==> src/design/wkt_pkg.sv <==
// package of constants for the wake-up down-counter timer
// assumes a single 100 MHz clock and a plain register port
// Behaviour
// - counter is 16 bits, counts down only
// - enable set copies reload into counter
// - each prescaled tick at a nonzero count decrements counter by one
// - a tick while counter is zero sets underflow flag and reloads
// - interrupt high while flag and enable set
// - period equals reload plus one ticks
// - clearing enable stops counting
// - slow oscillators keep counting in deep sleep
// - prescaler code k divides by two^k
// - debug freeze bit pauses counting when halted
// - new reload takes effect next period
// - source select maps four oscillators and the external event pin
// - writing zero clears flag, one ignored
package wkt_pkg;
	localparam logic [7:0] OFS_CONTROL = 8'h00;
	localparam logic [7:0] OFS_RELOAD = 8'h04;
	localparam logic [7:0] OFS_COUNT = 8'h08;
	localparam logic [7:0] OFS_IRQ_ENABLE = 8'h10;
	localparam logic [7:0] OFS_FLAGS = 8'h14;
	localparam logic [7:0] OFS_FLAG_CLEAR = 8'h1c;
	localparam logic [7:0] OFS_DEBUG_FREEZE = 8'h20;
	localparam int CTL_EN_BIT = 0;
	localparam int CTL_MODE_LSB = 1;
	localparam int CTL_PRS_LSB = 4;
	localparam int CTL_SRC_LSB = 8;
	localparam int UD_BIT = 3;
	localparam logic [15:0] RELOAD_RESET = 16'hffff;
	localparam logic [1:0] MODE_RESET = 2'h0;
	localparam logic [3:0] PRS_RESET = 4'h0;
	localparam logic [2:0] SRC_RESET = 3'h0;
	localparam logic [15:0] COUNT_RESET = 16'h0000;
	localparam logic [14:0] DIV_RESET = 15'h0000;
	typedef enum logic [2:0] {
		WKT_SRC_HSI = 3'h0,
		WKT_SRC_LSI = 3'h1,
		WKT_SRC_HSE = 3'h2,
		WKT_SRC_LSE = 3'h3,
		WKT_SRC_EVT = 3'h4
	} wkt_src_t;
endpackage

==> src/design/wkt_if.sv <==
// interface carrying the prescaler settings and the tick to the counter
// assumes both ends run on the one block clock
`timescale 1ns/1ps
interface wkt_tick_if;
	logic raw_tick;
	logic [3:0] prescaler_select;
	logic clear;
	logic tick;
	modport ctl (output raw_tick, output prescaler_select, output clear, input tick);
	modport div (input raw_tick, input prescaler_select, input clear, output tick);
endinterface

==> src/design/wkt_timer.sv <==
// wake-up down-counter timer top with register port and source select
// assumes oscillator ticks arrive as clock-synchronous single-cycle pulses
`timescale 1ns/1ps
module wkt_timer (
	// clock, reset, enable
	input wire logic i_ref_clk,
	input wire logic i_rst,
	input wire logic i_ce,
	// register port
	input wire logic [7:0] i_addr,
	input wire logic [31:0] i_wdata,
	input wire logic i_wr,
	input wire logic i_rd,
	output logic [31:0] o_rdata,
	// counting sources: single-cycle oscillator tick pulses and an event pin level that is synchronised here
	input wire logic i_high_speed_internal_osc,
	input wire logic i_low_speed_internal_osc,
	input wire logic i_high_speed_external_osc,
	input wire logic i_low_speed_external_osc,
	input wire logic i_external_event_pin,
	// system state
	input wire logic i_debug_halt,
	input wire logic i_deep_sleep_state,
	// outputs
	output logic o_irq,
	output logic o_wake,
	output logic o_underflow
);
	logic en;
	logic [1:0] mode;
	logic [3:0] prescaler_select;
	logic [2:0] src;
	logic [15:0] reload_value;
	logic [15:0] down_counter;
	logic irq_en;
	logic underflow_flag;
	logic debug_freeze_control;
	logic en_d;
	logic evt_s1;
	logic evt_s2;
	logic evt_s3;
	logic raw;
	logic src_ok;
	logic frozen;
	logic wr_ctl;
	logic start;
	logic uf;
	wkt_tick_if tif();

	// register write strobes
	assign wr_ctl = i_ce && i_wr && i_addr == wkt_pkg::OFS_CONTROL;

	// control register fields
	always_ff @(posedge i_ref_clk) begin
		if (i_rst) begin
			en <= 1'b0;
			mode <= wkt_pkg::MODE_RESET;
			prescaler_select <= wkt_pkg::PRS_RESET;
			src <= wkt_pkg::SRC_RESET;
		end else if (wr_ctl) begin
			en <= i_wdata[wkt_pkg::CTL_EN_BIT];
			mode <= i_wdata[wkt_pkg::CTL_MODE_LSB +: 2];
			prescaler_select <= i_wdata[wkt_pkg::CTL_PRS_LSB +: 4];
			src <= i_wdata[wkt_pkg::CTL_SRC_LSB +: 3];
		end
	end

	// reload, interrupt enable and debug freeze registers
	always_ff @(posedge i_ref_clk) begin
		if (i_rst) begin
			reload_value <= wkt_pkg::RELOAD_RESET;
			irq_en <= 1'b0;
			debug_freeze_control <= 1'b0;
		end else if (i_ce && i_wr) begin
			if (i_addr == wkt_pkg::OFS_RELOAD) begin
				reload_value <= i_wdata[15:0];
			end
			if (i_addr == wkt_pkg::OFS_IRQ_ENABLE) begin
				irq_en <= i_wdata[wkt_pkg::UD_BIT];
			end
			if (i_addr == wkt_pkg::OFS_DEBUG_FREEZE) begin
				debug_freeze_control <= i_wdata[0];
			end
		end
	end

	// event pin synchroniser and rising-edge detect
	always_ff @(posedge i_ref_clk) begin
		if (i_rst) begin
			evt_s1 <= 1'b0;
			evt_s2 <= 1'b0;
			evt_s3 <= 1'b0;
		end else if (i_ce) begin
			evt_s1 <= i_external_event_pin;
			evt_s2 <= evt_s1;
			evt_s3 <= evt_s2;
		end
	end

	// source multiplexer; unlisted codes give no ticks
	always_comb begin
		raw = 1'b0;
		src_ok = 1'b1;
		unique case (src)
			wkt_pkg::WKT_SRC_HSI: raw = i_high_speed_internal_osc;
			wkt_pkg::WKT_SRC_LSI: raw = i_low_speed_internal_osc;
			wkt_pkg::WKT_SRC_HSE: raw = i_high_speed_external_osc;
			wkt_pkg::WKT_SRC_LSE: raw = i_low_speed_external_osc;
			wkt_pkg::WKT_SRC_EVT: raw = evt_s2 && !evt_s3;
			default: src_ok = 1'b0;
		endcase
	end

	// in deep sleep only the slow oscillators keep running
	assign frozen = (debug_freeze_control && i_debug_halt)
		|| (i_deep_sleep_state && src != wkt_pkg::WKT_SRC_LSI
		&& src != wkt_pkg::WKT_SRC_LSE);
	assign start = en && !en_d;
	assign tif.raw_tick = raw && src_ok && en && !start && !frozen;
	assign tif.prescaler_select = prescaler_select;
	assign tif.clear = !en || start;

	wkt_prescaler u_prescaler (
		.i_ref_clk(i_ref_clk),
		.i_rst(i_rst),
		.i_ce(i_ce),
		.tif(tif)
	);

	assign uf = tif.tick && down_counter == 16'h0000;

	// enable edge tracker
	always_ff @(posedge i_ref_clk) begin
		if (i_rst) begin
			en_d <= 1'b0;
		end else if (i_ce) begin
			en_d <= en;
		end
	end

	// down counter: load on start, count ticks, reload on underflow
	always_ff @(posedge i_ref_clk) begin
		if (i_rst) begin
			down_counter <= wkt_pkg::COUNT_RESET;
		end else if (i_ce) begin
			if (start) begin
				down_counter <= reload_value;
			end else if (uf) begin
				down_counter <= reload_value;
			end else if (tif.tick) begin
				down_counter <= down_counter - 16'h0001;
			end
		end
	end

	// underflow flag: a set in the clearing cycle wins
	always_ff @(posedge i_ref_clk) begin
		if (i_rst) begin
			underflow_flag <= 1'b0;
		end else if (i_ce) begin
			if (uf) begin
				underflow_flag <= 1'b1;
			end else if (i_wr && i_addr == wkt_pkg::OFS_FLAG_CLEAR
				&& !i_wdata[wkt_pkg::UD_BIT]) begin
				underflow_flag <= 1'b0;
			end
		end
	end

	// registered outputs
	always_ff @(posedge i_ref_clk) begin
		if (i_rst) begin
			o_irq <= 1'b0;
			o_wake <= 1'b0;
			o_underflow <= 1'b0;
		end else if (i_ce) begin
			o_irq <= (underflow_flag || uf) && irq_en;
			o_wake <= (underflow_flag || uf) && irq_en
				&& i_deep_sleep_state;
			o_underflow <= uf;
		end
	end

	// read data, valid in the cycle after the read strobe
	always_ff @(posedge i_ref_clk) begin
		if (i_rst) begin
			o_rdata <= 32'h0000_0000;
		end else if (i_ce) begin
			o_rdata <= 32'h0000_0000;
			if (i_rd) begin
				unique case (i_addr)
					wkt_pkg::OFS_CONTROL:
						o_rdata <= {21'h000000, src, prescaler_select, 1'b0, mode, en};
					wkt_pkg::OFS_RELOAD: o_rdata <= {16'h0000, reload_value};
					wkt_pkg::OFS_COUNT: o_rdata <= {16'h0000, down_counter};
					wkt_pkg::OFS_IRQ_ENABLE:
						o_rdata <= {28'h0000000, irq_en, 3'h0};
					wkt_pkg::OFS_FLAGS:
						o_rdata <= {28'h0000000, underflow_flag, 3'h0};
					wkt_pkg::OFS_FLAG_CLEAR: o_rdata <= 32'h0000_003f;
					wkt_pkg::OFS_DEBUG_FREEZE:
						o_rdata <= {31'h00000000, debug_freeze_control};
					default: o_rdata <= 32'h0000_0000;
				endcase
			end
		end
	end

	// checks on the counting behaviour
	a_start_load: assert property (@(posedge i_ref_clk) disable iff (i_rst)
		(i_ce && start) |=> down_counter == $past(reload_value))
		else $error("counter not loaded at start");
	a_tick_dec: assert property (@(posedge i_ref_clk) disable iff (i_rst)
		(i_ce && !start && tif.tick && down_counter != 16'h0000)
		|=> down_counter == $past(down_counter) - 16'h0001)
		else $error("counter did not decrement");
	a_idle_hold: assert property (@(posedge i_ref_clk) disable iff (i_rst)
		(i_ce && !en && en_d == en) |=> $stable(down_counter))
		else $error("counter moved while disabled");
	a_flag_set: assert property (@(posedge i_ref_clk) disable iff (i_rst)
		(i_ce && uf) |=> underflow_flag)
		else $error("underflow flag not set");
	a_uf_reload: assert property (@(posedge i_ref_clk) disable iff (i_rst)
		(i_ce && uf && !start)
		|=> down_counter == $past(reload_value))
		else $error("no reload at underflow");
	a_irq_follow: assert property (@(posedge i_ref_clk) disable iff (i_rst)
		(i_ce && underflow_flag && irq_en) |=> o_irq)
		else $error("interrupt missing");
	a_flag_clear: assert property (@(posedge i_ref_clk) disable iff (i_rst)
		(i_ce && !uf && i_wr && i_addr == wkt_pkg::OFS_FLAG_CLEAR
		&& !i_wdata[wkt_pkg::UD_BIT]) |=> !underflow_flag)
		else $error("flag clear failed");
	a_freeze_hold: assert property (@(posedge i_ref_clk) disable iff (i_rst)
		(i_ce && en && en_d && debug_freeze_control && i_debug_halt)
		|=> $stable(down_counter))
		else $error("counted while frozen");
	a_single_prs: assert property (@(posedge i_ref_clk) disable iff (i_rst)
		(prescaler_select == 4'h1 && tif.tick) |=> !tif.tick)
		else $error("divide by two gave back-to-back ticks");
	c_underflow: cover property (@(posedge i_ref_clk) uf && irq_en);
	c_event_src: cover property (@(posedge i_ref_clk)
		src == wkt_pkg::WKT_SRC_EVT && tif.tick);
	c_frozen: cover property (@(posedge i_ref_clk) en && frozen);
endmodule

==> src/design/wkt_prescaler.sv <==
// power-of-two prescaler: passes one tick per 2^prs source ticks
// assumes raw ticks are single-cycle pulses on the block clock
`timescale 1ns/1ps
module wkt_prescaler (
	// clock and control
	input wire logic i_ref_clk,
	input wire logic i_rst,
	input wire logic i_ce,
	// settings and tick
	wkt_tick_if.div tif
);
	logic [14:0] div_cnt;
	logic [14:0] mask;
	// mask of low prs bits: wrap point of the divider
	always_comb begin
		mask = 15'h0000;
		for (int b = 0; b < 15; b++) begin
			if (b < int'(tif.prescaler_select)) begin
				mask[b] = 1'b1;
			end
		end
	end
	// divider counter, restarted whenever the timer is idle
	always_ff @(posedge i_ref_clk) begin
		if (i_rst || (i_ce && tif.clear)) begin
			div_cnt <= wkt_pkg::DIV_RESET;
		end else if (i_ce && tif.raw_tick) begin
			div_cnt <= ((div_cnt & mask) == mask) ? wkt_pkg::DIV_RESET
				: div_cnt + 15'h0001;
		end
	end
	// one tick per full divider wrap
	assign tif.tick = tif.raw_tick && !tif.clear &&
		((div_cnt & mask) == mask);
endmodule

==> config.mk <==
export PLATFORM = sky130hd
export DESIGN_NAME = wkt_timer
export DESIGN_NICKNAME = d
export VERILOG_FILES = /design/src/design/wkt_pkg.sv /design/src/design/wkt_if.sv /design/src/design/wkt_timer.sv /design/src/design/wkt_prescaler.sv
export SDC_FILE = /design/constraint.sdc
export NUM_CORES = 1
export LEC_CHECK = 0
export BUFFER_PORTS_ARGS = -buffer_cell sky130_fd_sc_hd__buf_4
export CAP_MARGIN = 20
export CORE_MARGIN = 3
export CORE_UTILIZATION = 41
export CTS_CLUSTER_SIZE = 28
export DETAILED_ROUTE_END_ITERATION = 12
export GPL_ROUTABILITY_DRIVEN = 0
export PLACE_DENSITY_LB_ADDON = 0.05
export SYNTH_ARGS = -nofsm -noshare
export SYNTH_HDL_FRONTEND = slang
export SYNTH_SLANG_ARGS = --single-unit
export TNS_END_PERCENT = 100
==> constraint.sdc <==
create_clock -name i_ref_clk -period 6.59 [get_ports i_ref_clk]
set_clock_uncertainty 0.2 [all_clocks]
set_input_delay 0.3295 -clock i_ref_clk [delete_from_list [all_inputs] [get_ports i_ref_clk]]
set_output_delay 0.3295 -clock i_ref_clk [all_outputs]
set_load 0.01 [all_outputs]
# Word level (Yosys, flattened, before mapping)
# Index checks and enable logic that the tools add are counted.
[op_classes] eq_ne=13 addsub=2 mux=25 bitwise_logic=1 n_reduce_logical=42 magnitude_cmp=15
[ops] op="16-bit one-hot mux with 7 select lines" count=1
[ops] op="16-bit 2-to-1 mux" count=4
[ops] op="4-bit less-than comparator (first input constant)" count=7
[ops] op="8-bit by 5-bit equality test with 1-bit output (second input constant)" count=3
[ops] op="1-bit logical AND" count=20
[ops] op="1-bit 2-to-1 mux" count=18
[ops] op="16-bit logical NOT" count=1
[ops] op="3-bit by 4-bit less-than comparator with 1-bit output (first input constant)" count=4
[ops] op="16-bit by 1-bit subtractor with 16-bit output (second input constant)" count=1
[ops] op="15-bit by 1-bit adder with 15-bit output (second input constant)" count=1
[ops] op="15-bit bitwise AND" count=1
[ops] op="15-bit equality test" count=1
[ops] op="15-bit 2-to-1 mux" count=1
[ops] op="2-bit AND reduction" count=5
[ops] op="8-bit by 3-bit equality test with 1-bit output (second input constant)" count=1
[ops] op="8-bit by 4-bit equality test with 1-bit output (second input constant)" count=1
[ops] op="8-bit by 6-bit equality test with 1-bit output (second input constant)" count=1
[ops] op="8-bit logical NOT" count=1
[ops] op="1-bit by 4-bit less-than comparator with 1-bit output (first input constant)" count=2
[ops] op="2-bit by 4-bit less-than comparator with 1-bit output (first input constant)" count=2
[ops] op="1-bit logical NOT" count=7
[ops] op="3-bit by 2-bit equality test with 1-bit output (second input constant)" count=2
[ops] op="1-bit one-hot mux with 5 select lines" count=1
[ops] op="5-bit OR reduction" count=1
[ops] op="8 further kinds" count=11
[word_totals] inputBits=52 reg_bits=99 wordCells=116

# Depth between registers and ports, before layout
# Gate-level depths: netlist of the first run.
[depth] word_depth=13 ltp_mapped=10 depth_no_buf=9

# Cells and area by module
# From an unflattened synthesis of the first run, not the netlist that was laid out.
[unflattened] cells_unflattened=536 area_unflattened_um2=4431.8
[by_module_without_submodules] module="wkt_timer" instances=1 area_each_um2=3560.9 cells_each=427 seq_area_each_um2=1361.3
[by_module_without_submodules] module="wkt_prescaler" instances=1 area_each_um2=870.8 cells_each=109 seq_area_each_um2=300.3

# Least setup slack after synthesis of the first run
# OpenSTA, ideal clock, no wires.
[synth_path] path_type="register -> register" start="register src[0]" end="register down_counter[9]" setup_ns=0.103 stages_incl_launch_ff=9 path_buffers=1 t_arrival_ns=2.346 synth_period_minus_slack_ns=2.650 slack_ns=3.940 cell_sequence="dfxtp_1 -> or4b_1 -> a221o_1 -> nor2_2 -> o221ai_2 -> o31a_1 -> buf_6 -> mux2i_1 -> a2111oi_2"
[synth_between] elab_chain_cells=12
[synth_rtl] element="from (decl)" line_no="wkt_timer.sv:32" rtl="logic [2:0] src;"
[synth_rtl] element="from (signal assigned)" line_no="wkt_timer.sv:59" rtl="src <= wkt_pkg::SRC_RESET;"
[synth_rtl] element="from (signal assigned)" line_no="wkt_timer.sv:64" rtl="src <= i_wdata[wkt_pkg::CTL_SRC_LSB +: 3];"
[synth_rtl] element="3-bit equality test, or another cell as far along" line_no="wkt_timer.sv:104" rtl="unique case (src)"
[synth_rtl] element="5-bit OR reduction (no source line)"
[synth_rtl] element="1-bit 2-to-1 mux" line_no="wkt_timer.sv:104"
[synth_rtl] element="1-bit logical AND (3 in series)" line_no="wkt_timer.sv:119" rtl="assign tif.raw_tick = raw && src_ok && en && !start && !frozen;"
[synth_rtl] element="1-bit logical AND *" line_no="wkt_timer.sv:119"
[synth_rtl] element="1-bit logical AND * (2 in series)" line_no="wkt_prescaler.sv:33" rtl="assign tif.tick = tif.raw_tick && !tif.clear &&"
[synth_rtl] element="1-bit logical AND" line_no="wkt_timer.sv:130" rtl="assign uf = tif.tick && down_counter == 16'h0000;"
[synth_rtl] element="3-bit nonzero test (no source line) / 16-bit 2-to-1 mux (equally long branches)"
[synth_rtl] element="2-bit AND reduction (no source line) / 16-bit 2-to-1 mux (equally long branches)"
[synth_rtl] element="to (signal assigned)" line_no="wkt_timer.sv:144" rtl="down_counter <= wkt_pkg::COUNT_RESET;"
[synth_rtl] element="to (signal assigned)" line_no="wkt_timer.sv:147" rtl="down_counter <= reload_value;"
[synth_rtl] element="to (signal assigned)" line_no="wkt_timer.sv:149" rtl="down_counter <= reload_value;"
[synth_rtl] element="to (decl)" line_no="wkt_timer.sv:34" rtl="logic [15:0] down_counter;"
# Every way passes the cells marked *; elsewhere a longest branch is shown, timed or not.
# A chain may end at the register's enable or synchronous reset.

# Worst setup path in the final report of the first run
[layout_path] start="register src[1]" end="register down_counter[1]"
# Same word-level chain as after synthesis.

==> results of run 1 <==
-- power by group through the flow --
stage | Sequential [uW] | Combinational [uW] | Clock [uW]
floorplan | 514 | 33.3 | 0
global placement | 514 | 50.5 | 0
detailed placement | 514 | 50.8 | 0
CTS | 502 | 58.7 | 418
global route | 503 | 65.2 | 439
finish | 502 | 58.9 | 403
-- repair_timing --
action,CTS,global route
hold buffers,17,0
gates resized for setup,0,0
endpoints found under the hold margin,17,0
-- per-layer routing --
metal / wire length [um] / up-vias / GRT usage [%] / share of wire, %
met1: 5540 / 1894 / 29.7 / 47
li1: - / 1984 / - / -
met2: 5630 / 114 / 33.9 / 48
met3: 579 / 8 / 4.90 / 4.9
met4: 102 / 0 / 6.58 / 0.86
met5: 0 / - / 0 / 0
-- cells by family after synthesis --
kind of cell    share of synthesized area (%)
fa+ha+maj                               0.582
simple gates                             26.4
buf+inv                                  7.16
flops                                    38.6
compound gates                           18.7
other cells                            0.0872
mux                                      5.62
xor+xnor                                 2.85
-- registers in the layout (all words and copies together) (netlist names), 2 cells and up --
register	cells
down_counter	16
u_prescaler.div_cnt	15
mode	2
o_rdata	16
src	3
reload_value	16
prescaler_select	4
-- path summary, 6_finish.rpt --
path                            slack [ns]         endpoint  cells after the start          startpoint
worst max register to register        3.22  down_counter[1]                      7              src[1]
worst min register to register        0.26          mode[1]                      2             mode[1]
worst min-delay path                  0.07           o_wake                      3  i_deep_sleep_state
worst max-delay path                  3.22  down_counter[1]                      7              src[1]
-- stage by stage --
step	utilization (%)	cell area (um^2)	power (uW)	cells
5_1_grt	50.9	5090	1010	735
3_5_place_dp	47.0	4700	565	702
2_1_floorplan	-	4360	547	557
6_report	50.9	5090	965	735
4_1_cts	50.9	5090	980	735
3_3_place_gp	47.0	4700	565	702
-- worst max-delay path, delay by kind of cell, from the launching register on --
family	cells	cell delay [ns]
and+or+nand+nor	3	1.11
DFF	1	0.36
AOI/OAI and AO/OA	4	1.62
-- layout by cell type, fill, tap and decap left out, types with 9 or more instances in the layout --
master,instances
conb_1,16
nand2_1,90
nor2_1,65
o21ai_0,17
mux2i_1,23
inv_1,14
buf_4,57
a21oi_1,49
dlygate4sd3_1,17
a22oi_1,16
dfxtp_1,83
nor3_1,12
xor2_1,10
nand3b_1,16
clkbuf_8,9
-- cell type report --
cell class	instances	share of cell area, %
Multi-Input combinational cell	414	46.9
Sequential cell	83	32.7
Timing Repair Buffer	74	11.8
Tap cell	133	3.27
Clock buffer	10	2.51
Clock inverter	6	1.77
Inverter	15	1.11
==> results.yml, run 1 <==
outcome:
  status: "finished, final reports clean"
setup_path:
  critPathLaunchType: "register"
  crit_arrival_ns: 3.44
  end_kind: "register"
  required_ns: 6.67
  slowest_delay_ns: 0.66
  path_max_fanout: 14
  crit_chain: "or4b_1, a221o_1, nor2_2, o221ai_2, o31ai_4, nand2b_1, o31ai_2"
  cp_slowest_cell: "o31ai_4"
  critPathKind: "register to register"
synthesis:
  synth.area.top_cells: "dfxtp_1 39%, nand2_1 7.9%, a21oi_1 5.7%"
  synthTopCellsByCount: "90 x nand2_1, 83 x dfxtp_1, 65 x nor2_1"
  synth_edf_count: 0
  syn_avg_cell_area_um2: 7.93
  yosys.area.top_type: "dfxtp_1"
  syn_inst: 542
  async_reset_ff_share_pct: 0
  synth_cell_types: 61
  synth_top_area_share_pct: 38.6
  yosys_warnings: 0
  ys_ff_latch: 83
  netlist_area_mm2: 0.00430
  yosysMostFrequentCell: "nand2_1"
  yosys_most_used_dff: "dfxtp_1"
  yosysSeqAreaShare_pct: 38.6
pwr:
  p_sw_uw: 221
  switching_share_pct: 23.0
  ir_drop_uv: 140
  clkPwrFrac_pct: 41.8
  p_int_uw: 743
  pwr-share-comb_pct: 6.1
  p_leak_uw: 0.00204
  p_per_area_mw_per_mm2: 190
  pwr-share-seq_pct: 52.1
grt:
  grt_pass1_wl_um: 20100
  grtUsageTotal_pct: 21.7
  grt_pass1_vias: 3993
  grt_remaining_overflow: 0
  grt_max_degree: 71
  antenna_found_initial: 0
floorplan:
  design.core.area_mm2: 0.0100
  start_util_pct: 43.0
  die_y_um: 108
  die_w_um: 108
  die_area_mm2: 0.0118
  rows: 36
  io_pins: 87
timing:
  hold_viol: 0
  slew_violations: 0
  setup_tns_ns: 0
  timing.final.crit_share_pct: 51.1
  max_slew_margin_pct: 36.0
  rsz0062_at_grt: "no"
  hold_ws_ns: 0.0732
  max_freq_mhz: 297
  fin_ws_ns: 3.22
  period_needed_ns: 3.37
  worst_pin_slew_ns: 0.958
  setup_viol_count_final: 0
worst_hold_path:
  hold_class: "input pin to register"
clock_network:
  clock-sinks: 83
  post_cts_buffers: 0
  path_clk_slew_ns: 0.08
  cts_tree: "done"
  cts_buffers: 9
  cts-root-buf: "clkbuf_8"
  htreeDepth: 3
  clock_latency_ns: 0.36
  clock_path_buffers: 2
route:
  first_iter_violations: 284
  viasPerCell: 5.44
  drcViolationCount: 0
  via_count: 4000
  antenna_left: 0
  wl_per_cell_um: 16.1
  drtPass1Iterations: 5
  finalWirelength_um: 11900
final_layout:
  nFillCells: 1004
  diodes: 0
  seq_area_mm2: 0.00166
  synthToLayoutAreaGrowth_pct: 18.3
  drive_above_1_share_pct: 14.0
  nets: 651
  multi_input_area_mm2: 0.00239
flow_run:
  drv_cap: 0
place:
  place_ws_ns: 2.92
  io_buffers: 54
  hpwl_um: 8350
Power figures use the tool's default switching activity.
==> run 2, diff against run 1 <==
--- a/config.mk
+++ b/config.mk
@@ -5,6 +5,7 @@
 export SDC_FILE = /design/constraint.sdc
 export NUM_CORES = 1
 export LEC_CHECK = 0
+export ABC_AREA = 1
 export BUFFER_PORTS_ARGS = -buffer_cell sky130_fd_sc_hd__buf_4
 export CAP_MARGIN = 20
 export CORE_MARGIN = 3
==> constraint.sdc (replaced) <==
create_clock -name i_ref_clk -period 3.2 [get_ports i_ref_clk]
set_clock_uncertainty 0.2 [all_clocks]
set_input_delay 0.16 -clock i_ref_clk [delete_from_list [all_inputs] [get_ports i_ref_clk]]
set_output_delay 0.16 -clock i_ref_clk [all_outputs]
set_load 0.01 [all_outputs]
==> run 2 against run 1 <==
Sequential cell count is the same. Register-to-register slack got worse by 2.5 ns. Cell count rose by 23%. Largest cell class unchanged.
==> results.yml, run 2 <==
outcome:
  status: "finished, final reports clean"
timing:
  worst_pin_slew_ns: 0.550
  max_freq_mhz: 409
  fin_ws_ns: 0.756
  hold_viol: 0
  timing.final.crit_share_pct: 76.4
  slew_violations: 0
  rsz0062_at_grt: "no"
  max_slew_margin_pct: 63.2
  period_needed_ns: 2.44
  setup_viol_count_final: 0
  hold_ws_ns: 0.0319
  setup_tns_ns: 0
place:
  place_ws_ns: 0.802
  hpwl_um: 9650
  place_area_mm2: 0.00516
  io_buffers: 54
setup_path:
  cp_slowest_cell: "dfxtp_1"
  critPathLaunchType: "register"
  critPathTopFamily: "simple AND/OR/NAND/NOR gates"
  critPathKind: "register to register"
  crit_chain: "inv_1, ha_1, nand2_1, nor2_1, nand3b_1, nor2_1, nand3_4, nand2_4, inv_2, nor2_1, nor2_1, nor2_1"
  path_max_fanout: 17
  crit_arrival_ns: 2.53
  slowest_delay_ns: 0.33
  crit_buf_inv: 2
  worst_path_most_repeated_cell: "nor2_1"
  end_kind: "register"
  required_ns: 3.29
synthesis:
  synth_cell_types: 41
  yosys_warnings: 0
  synth_top_area_share_pct: 35.2
  synth_edf_count: 0
  yosys.area.top_type: "dfxtp_1"
  yosysSeqAreaShare_pct: 35.2
  syn_avg_cell_area_um2: 6.81
  yosys_most_used_dff: "dfxtp_1"
  synthTopCellsByCount: "156 x nand2_1, 83 x dfxtp_1, 75 x inv_1"
  synth.area.top_cells: "dfxtp_1 35%, nand2_1 12%, nand3_1 6.8%"
  netlist_area_mm2: 0.00473
  ys_ff_latch: 83
  async_reset_ff_share_pct: 0
  yosysMostFrequentCell: "nand2_1"
  syn_inst: 694
pwr:
  p_per_area_mw_per_mm2: 406
  ir_drop_uv: 369
  p_leak_uw: 0.00254
clock_network:
  cts_buffers: 9
  clock-sinks: 83
  cts-root-buf: "clkbuf_16"
  cts_tree: "done"
  htreeDepth: 3
  hold_buffers: 21
  clock_path_buffers: 2
  cts-resized-gates: 0
  path_clk_slew_ns: 0.06
  post_cts_buffers: 0
  clock_latency_ns: 0.35
grt:
  antenna_found_initial: 0
  grtUsageTotal_pct: 21.0
  grt_remaining_overflow: 0
  grtUsageMet3_pct: 5.09
  top_usage_layer: "met2"
  grt_max_degree: 39
  use_met2_pct: 32.5
  grt_pass1_wl_um: 21400
  use_met1_pct: 28.8
  grt_pass1_vias: 4204
floorplan:
  design.core.area_mm2: 0.0110
  die_y_um: 113
  io_pins: 87
  start_util_pct: 42.9
  rows: 38
  die_w_um: 113
  die_area_mm2: 0.0129
final_layout:
  nFillCells: 1178
  nets: 815
  multi_input_area_mm2: 0.00254
  synthToLayoutAreaGrowth_pct: 20.5
  final_common_cell: "nand2_1"
  diodes: 0
  most-common-layout-cells: "156 x nand2_1, 83 x dfxtp_1, 75 x inv_1, 64 x nand3_1, 63 x nor2_1"
  drive_above_1_share_pct: 16.4
  top_regs: "down_counter: 16 flops, o_rdata: 16 flops, reload_value: 16 flops"
  seq_area_mm2: 0.00166
  fin_area_mm2: 0.00570
route:
  finalWirelength_um: 13200
  viasPerCell: 5.05
  first_iter_violations: 284
  drcViolationCount: 0
  antenna_left: 0
  wl_per_cell_um: 14.6
  via_count: 4577
  drtPass1Iterations: 4
worst_hold_path:
  hold_class: "input pin to register"
flow_run:
  drv_cap: 0
## run 2: area by class of cell
class / instances / area share, %
well taps: 140 / 3.08
inverters: 86 / 5.67
clock buffers: 12 / 4.50
repair buffers: 82 / 11.7
multi-input cells: 499 / 44.6
flip-flops and latches: 83 / 29.2
clock inverters: 4 / 1.27
## run 2: path summary, 6_finish.rpt
kind / startpoint / endpoint / slack, ns / cells after the start
worst max-delay path: down_counter[0] / down_counter[5] / 0.76 / 12
worst min-delay path: i_rst / down_counter[11] / 0.03 / 2
worst max register to register: down_counter[0] / down_counter[5] / 0.76 / 12
worst min register to register: evt_s3 / evt_s3 / 0.26 / 2
## run 2: cell families (layout without fill, tap and decap cells)
| logic type | count (synthesis) | in the layout | share of synthesized area, % |
|---|---|---|---|
| AND/OR/NAND/NOR | 340 | 340 | 33.1 |
| XOR/XNOR | 15 | 15 | 2.78 |
| flip-flops | 83 | 83 | 35.2 |
| adder cells (fa/ha/maj) | 2 | 2 | 0.529 |
| buffers and inverters | 127 | 184 | 12.4 |
| other | 1 | 16 | 0.0793 |
| AO/OA/AOI/OAI | 126 | 126 | 15.9 |
## run 2: stage by stage
step	std cells	power [uW]	utilization (%)
floorplan	709	1130	-
global placement	869	1170	46.7
detailed placement	869	1170	46.7
CTS	906	2340	51.6
global route	906	2390	51.6
finish	906	2310	51.6
## run 2: routing by layer
metal,routed length [um],part of all wire (%),vias up
met2,5920,45,96
li1,-,-,2375
met1,6330,48,2086
met4,209,1.6,0
met3,730,5.5,20
met5,0,0,-
## run 2: where the power goes
part	internal, uW	switching [uW]	total [uW]
Clock	725	421	1150
Sequential	1040	2.17	1040
Combinational	59.2	70.6	130
